<file path="src/rtl/rspm_pkg.sv">
// package: register map, field positions and timing for the reset/power block
package rspm_pkg;
   // ************************************************************
   // register offsets on the internal host register port
   // ************************************************************
   localparam logic [7:0] ADDR_SUPPLY_MON = 8'h13; // supply_monitor_control
   localparam logic [7:0] ADDR_IO_POWER = 8'h70; // io_power_control
   localparam logic [7:0] ADDR_RST_ENABLE = 8'h72; // reset_source_enable
   localparam logic [7:0] ADDR_SW_RESET = 8'h75; // sw_reset_command
   localparam logic [7:0] ADDR_PHY_CTRL = 8'h78; // phy_control
   localparam logic [7:0] ADDR_OSC_POWER = 8'h7c; // osc_power_control
   localparam logic [7:0] ADDR_TX_POWER = 8'h7d; // tx_power_control

   // ************************************************************
   // field positions
   // ************************************************************
   localparam int RESET_SOURCE_ENABLE_SW_BIT = 2; // sw_reset_select
   localparam int RESET_SOURCE_ENABLE_PF_BIT = 1; // power_fail_reset_select
   localparam int IO_POWER_CONTROL_ACT_BIT = 3; // activity_led_on
   localparam int IO_POWER_CONTROL_LINK_BIT = 2; // link_led_on
   localparam int IO_POWER_CONTROL_PUD_BIT = 1; // pullup_disable
   localparam int SW_RESET_COMMAND_GO_BIT = 2; // sw_reset_command start bit
   localparam int PHY_EN_BIT = 7; // physical layer enable
   localparam int PHY_TX_BIT = 6; // transmitter_on
   localparam int PHY_RX_BIT = 5; // receiver enable
   localparam int SMON_EN_BIT = 7; // supply_monitor_on
   localparam int SMON_STAT_BIT = 6; // supply status readback
   localparam int OSC_OE_BIT = 0; // osc_output_on
   localparam int TX_POWER_CONTROL_PSOFF_BIT = 7; // tx_powersave_off

   // ************************************************************
   // reset values and fixed read patterns
   // ************************************************************
   localparam logic [7:0] RESET_SOURCE_ENABLE_RESET = 8'h04;
   localparam logic [7:0] IO_POWER_CONTROL_RESET = 8'h00;
   localparam logic [7:0] PHY_RESET = 8'h00;
   localparam logic [7:0] TX_POWER_CONTROL_RESET = 8'h00;
   localparam logic [7:0] RESET_SOURCE_ENABLE_MASK = 8'h06; // only bits 2 and 1 live
   localparam logic [7:0] IO_POWER_CONTROL_MASK = 8'h0e; // only bits 3..1 live
   localparam logic [7:0] OSC_FIXED = 8'h12; // reserved 100b, bit 1 one

   // ************************************************************
   // timing
   // ************************************************************
   localparam int CLK_HZ = 20_000_000;
   localparam int MON_TURN_ON_US = 100; // supply monitor settling time
   localparam int MON_TURN_ON_CYC = (MON_TURN_ON_US * CLK_HZ + 999_999)
                                    / 1_000_000;
   localparam int MON_CNT_W = $clog2(MON_TURN_ON_CYC + 1);

   // ************************************************************
   // power modes, one-hot
   // ************************************************************
   typedef enum logic [3:0] {
      MODE_NORMAL = 4'b0001,
      MODE_LINK_DETECT = 4'b0010,
      MODE_MEMORY = 4'b0100,
      MODE_SHUTDOWN = 4'b1000
   } rspm_mode_t;
endpackage

</file>
<file path="src/rtl/rspm_mode_if.sv">
// interface: control bits into the mode decoder and its decoded enables
`timescale 1ns/100ps
interface rspm_mode_if;
   import rspm_pkg::*;
   logic [7:0] phy_ctrl; // phy_control register value
   logic osc_on; // oscillator output still routed
   logic powersave_off; // tx_powersave_off bit
   rspm_mode_t mode; // decoded power mode
   logic tx_on; // transmitter and link pulses alive
   logic rx_on; // receiver alive
   logic tx_powersave; // tri-state driver when idle
   logic auto_ptr_on; // automatic pointer interfaces usable

   modport ctrl (output phy_ctrl, output osc_on, output powersave_off,
                 input mode, input tx_on, input rx_on,
                 input tx_powersave, input auto_ptr_on);
   modport dec (input phy_ctrl, input osc_on, input powersave_off,
                output mode, output tx_on, output rx_on,
                output tx_powersave, output auto_ptr_on);
endinterface

</file>
<file path="src/rtl/rspm_top.sv">
// reset source selection and power mode control, host register port
// Operation
// - power-fail reset reselected after every power-on
// - software reset reselected after any reset
// - enable bit 2 gates software reset
// - enable bit 1 gates power-fail reset
// - unused enable bits read zero, ignore writes
// - transmitter power saving enabled from reset
// - clearing transmitter bit enters link detection
// - top phy bits 000 enter memory mode
// - memory mode allows only random buffer access
// - shutdown stops clock until power/pin reset
// - io power bit 3 enables activity LED
// - io power bit 2 enables link LED
// - io power bit 1 disables weak pull-ups
// - io power bits 7..4, 0 read zero
// - software reset register bit 2 starts reset
// - selecting unsettled monitor causes system reset
// - clearing oscillator enable stops device responding
// - transmitter power bit 7 disables power saving
`timescale 1ns/100ps
module rspm_top (
   input wire logic clk_in,
   input wire logic arst_n_in,
   input wire logic por_cause_in,
   input wire logic supply_ok_in,
   input wire logic [7:0] addr_in,
   input wire logic wr_in,
   input wire logic rd_in,
   input wire logic [7:0] wdata_in,
   output logic [7:0] rdata_out,
   output logic device_reset_out,
   output logic activity_led_on_out,
   output logic link_led_on_out,
   output logic pullup_on_out,
   output logic supply_monitor_on_out,
   output logic sysclk_on_out,
   output logic tx_on_out,
   output logic rx_on_out,
   output logic tx_powersave_out,
   output logic auto_ptr_on_out,
   output rspm_pkg::rspm_mode_t mode_out
);
   import rspm_pkg::*;

   // ************************************************************
   // storage
   // ************************************************************
   logic [7:0] rst_enable_reg; // reset_source_enable
   logic [7:0] io_power_reg; // io_power_control
   logic [7:0] phy_ctrl_reg; // phy_control
   logic mon_on_reg; // supply_monitor_on
   logic osc_on_reg; // osc_output_on
   logic psoff_reg; // tx_powersave_off
   logic first_reg; // high only in the first cycle after release
   logic [2:0] supply_sync_reg; // three-stage supply_ok synchroniser
   logic supply_ok_reg; // debounced supply state
   logic [MON_CNT_W-1:0] mon_cnt_reg; // cycles since monitor enable
   logic sw_fire; // software reset command accepted
   logic pf_fire; // power-fail reset condition
   logic mon_settled; // monitor past its turn-on time
   logic wr_ok; // write that the clocked logic still sees
   rspm_mode_if mif ();

   // decoder for modes; kept separate so the mode table is one place
   rspm_mode_dec u_dec (
      .mif(mif.dec)
   );

   assign mif.phy_ctrl = phy_ctrl_reg;
   assign mif.osc_on = osc_on_reg;
   assign mif.powersave_off = psoff_reg;

   // once the oscillator is cut the device stops answering the host
   assign wr_ok = wr_in && osc_on_reg;

   // ************************************************************
   // reset cause capture
   // ************************************************************
   // the cause level is sampled after release, never loaded by reset
   always_ff @(posedge clk_in or negedge arst_n_in) begin
      if (!arst_n_in) begin
         first_reg <= 1'b1;
      end else begin
         first_reg <= 1'b0;
      end
   end

   // ************************************************************
   // reset_source_enable register
   // ************************************************************
   always_ff @(posedge clk_in or negedge arst_n_in) begin
      if (!arst_n_in) begin
         // software source selected after any reset
         rst_enable_reg <= RESET_SOURCE_ENABLE_RESET;
      end else if (first_reg && por_cause_in) begin
         // power-on also reselects the power-fail source
         rst_enable_reg[RESET_SOURCE_ENABLE_PF_BIT] <= 1'b1;
      end else if (wr_ok && addr_in == ADDR_RST_ENABLE) begin
         // only the two live bits store
         rst_enable_reg <= wdata_in & RESET_SOURCE_ENABLE_MASK;
      end
   end

   // ************************************************************
   // io_power_control register
   // ************************************************************
   always_ff @(posedge clk_in or negedge arst_n_in) begin
      if (!arst_n_in) begin
         io_power_reg <= IO_POWER_CONTROL_RESET;
      end else if (wr_ok && addr_in == ADDR_IO_POWER) begin
         // bits 7..4 and reserved bit 0 never store
         io_power_reg <= wdata_in & IO_POWER_CONTROL_MASK;
      end
   end

   // ************************************************************
   // phy, transmitter power and oscillator controls
   // ************************************************************
   always_ff @(posedge clk_in or negedge arst_n_in) begin
      if (!arst_n_in) begin
         phy_ctrl_reg <= PHY_RESET;
         psoff_reg <= TX_POWER_CONTROL_RESET[TX_POWER_CONTROL_PSOFF_BIT];
         osc_on_reg <= 1'b1;
      end else if (wr_ok) begin
         if (addr_in == ADDR_PHY_CTRL) begin
            phy_ctrl_reg <= wdata_in;
         end
         if (addr_in == ADDR_TX_POWER) begin
            psoff_reg <= wdata_in[TX_POWER_CONTROL_PSOFF_BIT];
         end
         if (addr_in == ADDR_OSC_POWER) begin
            // once cleared, only a reset brings the clock back
            osc_on_reg <= wdata_in[OSC_OE_BIT];
         end
      end
   end

   // ************************************************************
   // supply monitor enable and settle timer
   // ************************************************************
   always_ff @(posedge clk_in or negedge arst_n_in) begin
      if (!arst_n_in) begin
         mon_on_reg <= 1'b0;
      end else if (first_reg && por_cause_in) begin
         mon_on_reg <= 1'b1;
      end else if (wr_ok && addr_in == ADDR_SUPPLY_MON) begin
         mon_on_reg <= wdata_in[SMON_EN_BIT];
      end
   end

   // counts up while enabled; a disable restarts the settle wait
   // the power-on load comes first: the enable is still low in that cycle
   always_ff @(posedge clk_in or negedge arst_n_in) begin
      if (!arst_n_in) begin
         mon_cnt_reg <= '0;
      end else if (first_reg && por_cause_in) begin
         // at power-on the monitor has been running all along
         mon_cnt_reg <= MON_CNT_W'(MON_TURN_ON_CYC);
      end else if (!mon_on_reg) begin
         mon_cnt_reg <= '0;
      end else if (!mon_settled) begin
         mon_cnt_reg <= mon_cnt_reg + MON_CNT_W'(1);
      end
   end

   assign mon_settled = mon_cnt_reg == MON_CNT_W'(MON_TURN_ON_CYC);

   // ************************************************************
   // supply_ok synchroniser
   // ************************************************************
   // the pin is async; a change counts once stages two and three agree
   always_ff @(posedge clk_in or negedge arst_n_in) begin
      if (!arst_n_in) begin
         supply_sync_reg <= 3'b111;
         supply_ok_reg <= 1'b1;
      end else begin
         supply_sync_reg <= {supply_sync_reg[1:0], supply_ok_in};
         if (supply_sync_reg[1] == supply_sync_reg[2]) begin
            supply_ok_reg <= supply_sync_reg[2];
         end
      end
   end

   // ************************************************************
   // reset request generation
   // ************************************************************
   // software command only acts while its source is selected
   assign sw_fire = wr_ok && addr_in == ADDR_SW_RESET &&
                    wdata_in[SW_RESET_COMMAND_GO_BIT] &&
                    rst_enable_reg[RESET_SOURCE_ENABLE_SW_BIT];

   // a fault only resets while selected; an unsettled monitor that is
   // selected reads as a fault, so selecting it early resets the chip
   assign pf_fire = rst_enable_reg[RESET_SOURCE_ENABLE_PF_BIT] &&
                    (!mon_on_reg || !mon_settled ||
                     !supply_ok_reg);

   // deselection gates the request only; monitor state is untouched
   always_ff @(posedge clk_in or negedge arst_n_in) begin
      if (!arst_n_in) begin
         device_reset_out <= 1'b0;
      end else begin
         device_reset_out <= sw_fire | (pf_fire & mon_on_reg &
                             !first_reg);
      end
   end

   // ************************************************************
   // registered outputs
   // ************************************************************
   always_ff @(posedge clk_in or negedge arst_n_in) begin
      if (!arst_n_in) begin
         activity_led_on_out <= 1'b0;
         link_led_on_out <= 1'b0;
         pullup_on_out <= 1'b1;
         supply_monitor_on_out <= 1'b0;
         sysclk_on_out <= 1'b1;
         tx_on_out <= 1'b0;
         rx_on_out <= 1'b0;
         tx_powersave_out <= 1'b0;
         auto_ptr_on_out <= 1'b0;
         mode_out <= MODE_MEMORY;
      end else begin
         // secondary functions are dropped too in shutdown
         activity_led_on_out <= io_power_reg[IO_POWER_CONTROL_ACT_BIT] &&
                                osc_on_reg;
         link_led_on_out <= io_power_reg[IO_POWER_CONTROL_LINK_BIT] &&
                            osc_on_reg;
         pullup_on_out <= !io_power_reg[IO_POWER_CONTROL_PUD_BIT];
         supply_monitor_on_out <= mon_on_reg;
         sysclk_on_out <= osc_on_reg;
         tx_on_out <= mif.tx_on;
         rx_on_out <= mif.rx_on;
         tx_powersave_out <= mif.tx_powersave;
         auto_ptr_on_out <= mif.auto_ptr_on;
         mode_out <= mif.mode;
      end
   end

   // ************************************************************
   // register read port
   // ************************************************************
   // reads land one cycle after rd_in; unmapped offsets read zero
   always_ff @(posedge clk_in or negedge arst_n_in) begin
      if (!arst_n_in) begin
         rdata_out <= 8'h00;
      end else if (rd_in && osc_on_reg) begin
         unique case (addr_in)
            ADDR_RST_ENABLE: rdata_out <= rst_enable_reg;
            ADDR_IO_POWER: rdata_out <= io_power_reg;
            ADDR_PHY_CTRL: rdata_out <= phy_ctrl_reg;
            ADDR_TX_POWER: rdata_out <= {psoff_reg, 7'h00};
            ADDR_OSC_POWER: rdata_out <= OSC_FIXED | {7'h00, osc_on_reg};
            ADDR_SUPPLY_MON: rdata_out <= {mon_on_reg, supply_ok_reg, 6'h00};
            default: rdata_out <= 8'h00;
         endcase
      end else begin
         rdata_out <= 8'h00;
      end
   end
endmodule

</file>
<file path="src/rtl/rspm_mode_dec.sv">
// power mode decoder: turns control bits into mode and physical enables
`timescale 1ns/100ps
module rspm_mode_dec (
   rspm_mode_if.dec mif
);
   import rspm_pkg::*;

   // ************************************************************
   // mode classification
   // ************************************************************
   // shutdown outranks everything: with the clock gone nothing else runs
   always_comb begin
      if (!mif.osc_on) begin
         mif.mode = MODE_SHUTDOWN;
      end else if (mif.phy_ctrl[7:5] == 3'b000) begin
         mif.mode = MODE_MEMORY;
      end else if (!mif.phy_ctrl[PHY_TX_BIT]) begin
         mif.mode = MODE_LINK_DETECT;
      end else begin
         mif.mode = MODE_NORMAL;
      end
   end

   // ************************************************************
   // physical-layer enables per mode
   // ************************************************************
   always_comb begin
      mif.tx_on = 1'b0;
      mif.rx_on = 1'b0;
      mif.tx_powersave = 1'b0;
      mif.auto_ptr_on = 1'b0;
      unique case (mif.mode)
         MODE_NORMAL: begin
            mif.tx_on = mif.phy_ctrl[PHY_EN_BIT];
            mif.rx_on = mif.phy_ctrl[PHY_EN_BIT] & mif.phy_ctrl[PHY_RX_BIT];
            // power saving on unless software turned it off
            mif.tx_powersave = !mif.powersave_off;
            mif.auto_ptr_on = 1'b1;
         end
         MODE_LINK_DETECT: begin
            // transmitter and link pulse generator stay dead
            mif.tx_on = 1'b0;
            mif.rx_on = mif.phy_ctrl[PHY_EN_BIT] & mif.phy_ctrl[PHY_RX_BIT];
            mif.auto_ptr_on = 1'b1;
         end
         MODE_MEMORY: begin
            // only random access to the buffers survives
            mif.auto_ptr_on = 1'b0;
         end
         MODE_SHUTDOWN: begin
            mif.auto_ptr_on = 1'b0;
         end
         default: begin
            mif.auto_ptr_on = 1'b0;
         end
      endcase
   end
endmodule

</file>
<file path="config.mk">
export PLATFORM = sky130hd
export DESIGN_NAME = rspm_top
export DESIGN_NICKNAME = d
export VERILOG_FILES = /design/src/rtl/rspm_pkg.sv /design/src/rtl/rspm_mode_if.sv /design/src/rtl/rspm_top.sv /design/src/rtl/rspm_mode_dec.sv
export SDC_FILE = /design/constraint.sdc
export NUM_CORES = 1
export LEC_CHECK = 0
export BUFFER_PORTS_ARGS = -buffer_cell sky130_fd_sc_hd__buf_2
export CAP_MARGIN = 20
export CORE_MARGIN = 1.5
export CORE_UTILIZATION = 50
export DETAILED_ROUTE_END_ITERATION = 12
export GPL_TIMING_DRIVEN = 0
export PLACE_DENSITY = 0.73
export SETUP_SLACK_MARGIN = 0.1
export SLEW_MARGIN = 20
export SYNTH_ARGS = -nofsm -noshare
export SYNTH_HDL_FRONTEND = slang
export SYNTH_HIERARCHICAL = 1
export SYNTH_SLANG_ARGS = --single-unit
</file>
<file path="constraint.sdc">
create_clock -name clk_in -period 3.5 [get_ports clk_in]
set_clock_uncertainty 0.05 [all_clocks]
set_input_delay 0.35 -clock clk_in [delete_from_list [all_inputs] [get_ports clk_in]]
set_output_delay 0.35 -clock clk_in [all_outputs]
set_load 0.05 [all_outputs]
</file>
==> summary.md <==
| Metric | Value |
|---|---|
| Place WS | `1590 ps` |
| FF-to-FF path depth | `4` |
| CP peak stage delay | `670 ps` |
| Sw Share | `0.273` |
| Nets@finish | `259` |
| Placed Cells | `280` |
| Layout cells sized above 1 | `0.352` |
| Clock net sink count | `54` |
| Full die area | `5020 um^2` |
| Xor/xnor share of the synthesized area | `0.0305` |
| Worst vdd ir | `0.338 mV` |
| Wire per inst | `14.9 um` |
| Multiplexer area fraction after synthesis | `0.0767` |
| Comb power frac | `0.133` |
| Largest net degree at the start of global routing | `55` |
| Most common cell after layout, fill and taps aside | `dfrtp_1` |
| Final cycle utilization of the critical path | `0.530` |
| Seq/Total Area, Yosys | `0.593` |
| Synth Area in Adders | `0.0152` |
| Placement row count | `24` |
| Mapped Cells | `185` |
| Min Tclk post-route | `1850 ps` |
| PD cells | `473 nW/um^2` |
| Syn avg cell area | `12.4 um^2` |
| Die W | `70.8 um` |
| Critical path launch point type | `flop` |
| Antenna cell count | `0` |
| Initial antenna violation count | `0` |
| Synth warnings | `6` |
| Proportion of netlist area held by the largest area contributor | `0.479` |
| Layout Cells excl Fill | `288` |
| Crit end category | `flop` |
| Sequential power share | `0.533` |
| Post-synthesis simple-gate area fraction | `0.209` |
| Crit-path max FO | `13` |
| Yosys cell types | `45` |
| First-pass GRT wire length | `7.49 mm` |
| Post-synth top flop | `dfrtp_1` |
| Synth Cell Area | `2300 um^2` |
| Vias/cell | `5.39` |
| Post-CTS sizing | `0` |
| Top post-synthesis cells by area | `dfrtp_1, dfstp_2, mux2_2` |
| DR vias | `1551` |
| # DRC | `0` |
| IO Count | `44` |
| Yosys reg bits | `54` |
| Pre-antenna DRT Iters | `4` |
| Async SR Flop Fraction | `1.00` |
| Area leader, netlist | `dfrtp_1` |
| Post-layout power | `1280 uW` |
| Tot GR Track Use | `0.189` |
| Internal power | `930 uW` |
| Post-synthesis compound-gate area fraction | `0.0577` |
| Worst hold path type | `in2async` |
| Achievable Freq | `539 MHz` |
| Max Cap Violations | `0` |
| IO buf count | `43` |
| Worst-path cell chain | `and2_1 > clkbuf_1 > nand2_2 > mux2_2` |
| Final worst slack | `1650 ps` |
| Core area | `4380 um^2` |
| Max-slew headroom | `0.572` |
| NetSw | `348 uW` |
| Overflow after GRT | `0` |
| Die Span Y | `70.8 um` |
| Final wirelength | `4.29 mm` |
| Largest family of logic cells by synthesized area | `simple AND/OR/NAND/NOR gates` |
| Number of global-route vias before repair | `1609` |
| Largest register FFs | `11` |
| Clk_lat worst skew | `310 ps` |
| Final TNS setup | `0 ps` |
| Multi-input gate area | `898 um^2` |
| Starting density of the core | `0.525` |
| Fill cells | `359` |
| CTS tree | `yes` |
| DR iter-0 viols | `182` |
| Reg clk slew, reported paths | `100 ps` |
| H-tree Lvls | `2` |
| RSZ-0062 raised after global routing | `false` |
| Final ANT Viol Nets | `0` |
| Hold Buf Count CTS | `0` |
| Clock root buffer | `clkbuf_8` |
| Cts bufs inserted | `5` |
| Required time of the critical path | `3650 ps` |
| Gp weighted congestion | `0.823` |
| Pleak | `0.00125 uW` |
| Sequential cell area | `1360 um^2` |
| Final setup fails | `0` |
| Clk buf depth | `2` |
| Slowest cell on crit path | `dfstp_2` |
| Post-CTS repair timing setup buffer count | `0` |
| Net Count, Synth | `209` |
| Dpl hpwl | `3.07 mm` |
| Fin. Hold Viols | `0` |
| Area grow syn2layout | `17.4%` |
| WS Path Type | `reg2reg` |
| Worst-Margin Slew | `642 ps` |
| Most frequent cells in the layout | `dfrtp_1, buf_2, nor2_1` |
| Slew Limit Fails | `0` |
| Clk pwr share | `0.334` |
| Arr. time, crit path | `2000 ps` |
| Number of enable flip-flop cells after synthesis | `0` |
| Outcome | `finished clean` |
[path summary, 6_finish.rpt]
path | startpoint | to | slack [ps]
worst max-delay path | mif.osc_on | mif.phy_ctrl[2] | 1650
worst min-delay path | arst_n_in | supply_monitor_on_out | 20
worst max register to register | mif.osc_on | mif.phy_ctrl[2] | 1650
worst min register to register | supply_sync_reg[0] | supply_sync_reg[1] | 310
max in group asynchronous | arst_n_in | mon_cnt_reg[1] | 2970
min in group clk_in | supply_ok_in | supply_sync_reg[0] | 80
[cell usage after synthesis (3+ instances only)]
library cell,instances
nand3_1,7
a21o_1,6
nand2_1,10
nor3b_1,3
inv_1,4
clkbuf_1,4
and4_1,3
nand4_1,9
dfstp_2,10
xnor2_1,7
mux2i_1,3
dfrtp_1,44
nor2_1,16
nor3_1,3
nand2b_1,3
a21oi_1,3
and2_1,4
mux2_2,12
a22oi_1,3
[routing by layer]
layer  up-vias  wire length, um  track usage
li1        756                -            -
met1       759             2020        0.264
met2        32             2060        0.295
met3         4              147       0.0484
met4         0               52       0.0566
met5         -                0            0
[cell families after synthesis]
family                   after synthesis
multiplexers                          16
flip-flops                            54
AO/OA/AOI/OAI                         18
buffers and inverters                  9
AND/OR/NAND/NOR                       76
XOR/XNOR                               8
other                                  1
adder cells (fa/ha/maj)                3
[power by group through the flow]
stage               logic [uW]  registers [uW]  clock network (uW)
global route               197             685                 464
finish                     170             681                 427
CTS                        171             681                 438
global placement           164             690                   0
floorplan                  102             694                   0
detailed placement         171             693                   0
[layout make-up]
cell class                 instances  share of cell area
tap                               52              0.0241
inverter                           4             0.00556
buffer                             5             0.00834
sequential                        54               0.505
multi-input combinational        122               0.333
timing repair buffer              43              0.0806
clock inverter                     3              0.0181
clock buffer                       5              0.0255
[critical path: cells and delay by family, from the launching register on]
kind                   cells  cell delay [ps]
buffers and inverters      1              300
muxes                      1              330
and+or+nand+nor            2              400
DFF                        1              670
[stage by stage]
step | cell area (um^2) | hold slack (ps) | util
2_1_floorplan | 2300 | 4.41 | -
3_3_place_gp | 2580 | 296 | 0.588
3_5_place_dp | 2580 | 298 | 0.589
4_1_cts | 2700 | 38.1 | 0.616
5_1_grt | 2700 | 72.3 | 0.616
6_report | 2700 | 18.9 | 0.616
Note: power is estimated with default switching activity, not from simulation.
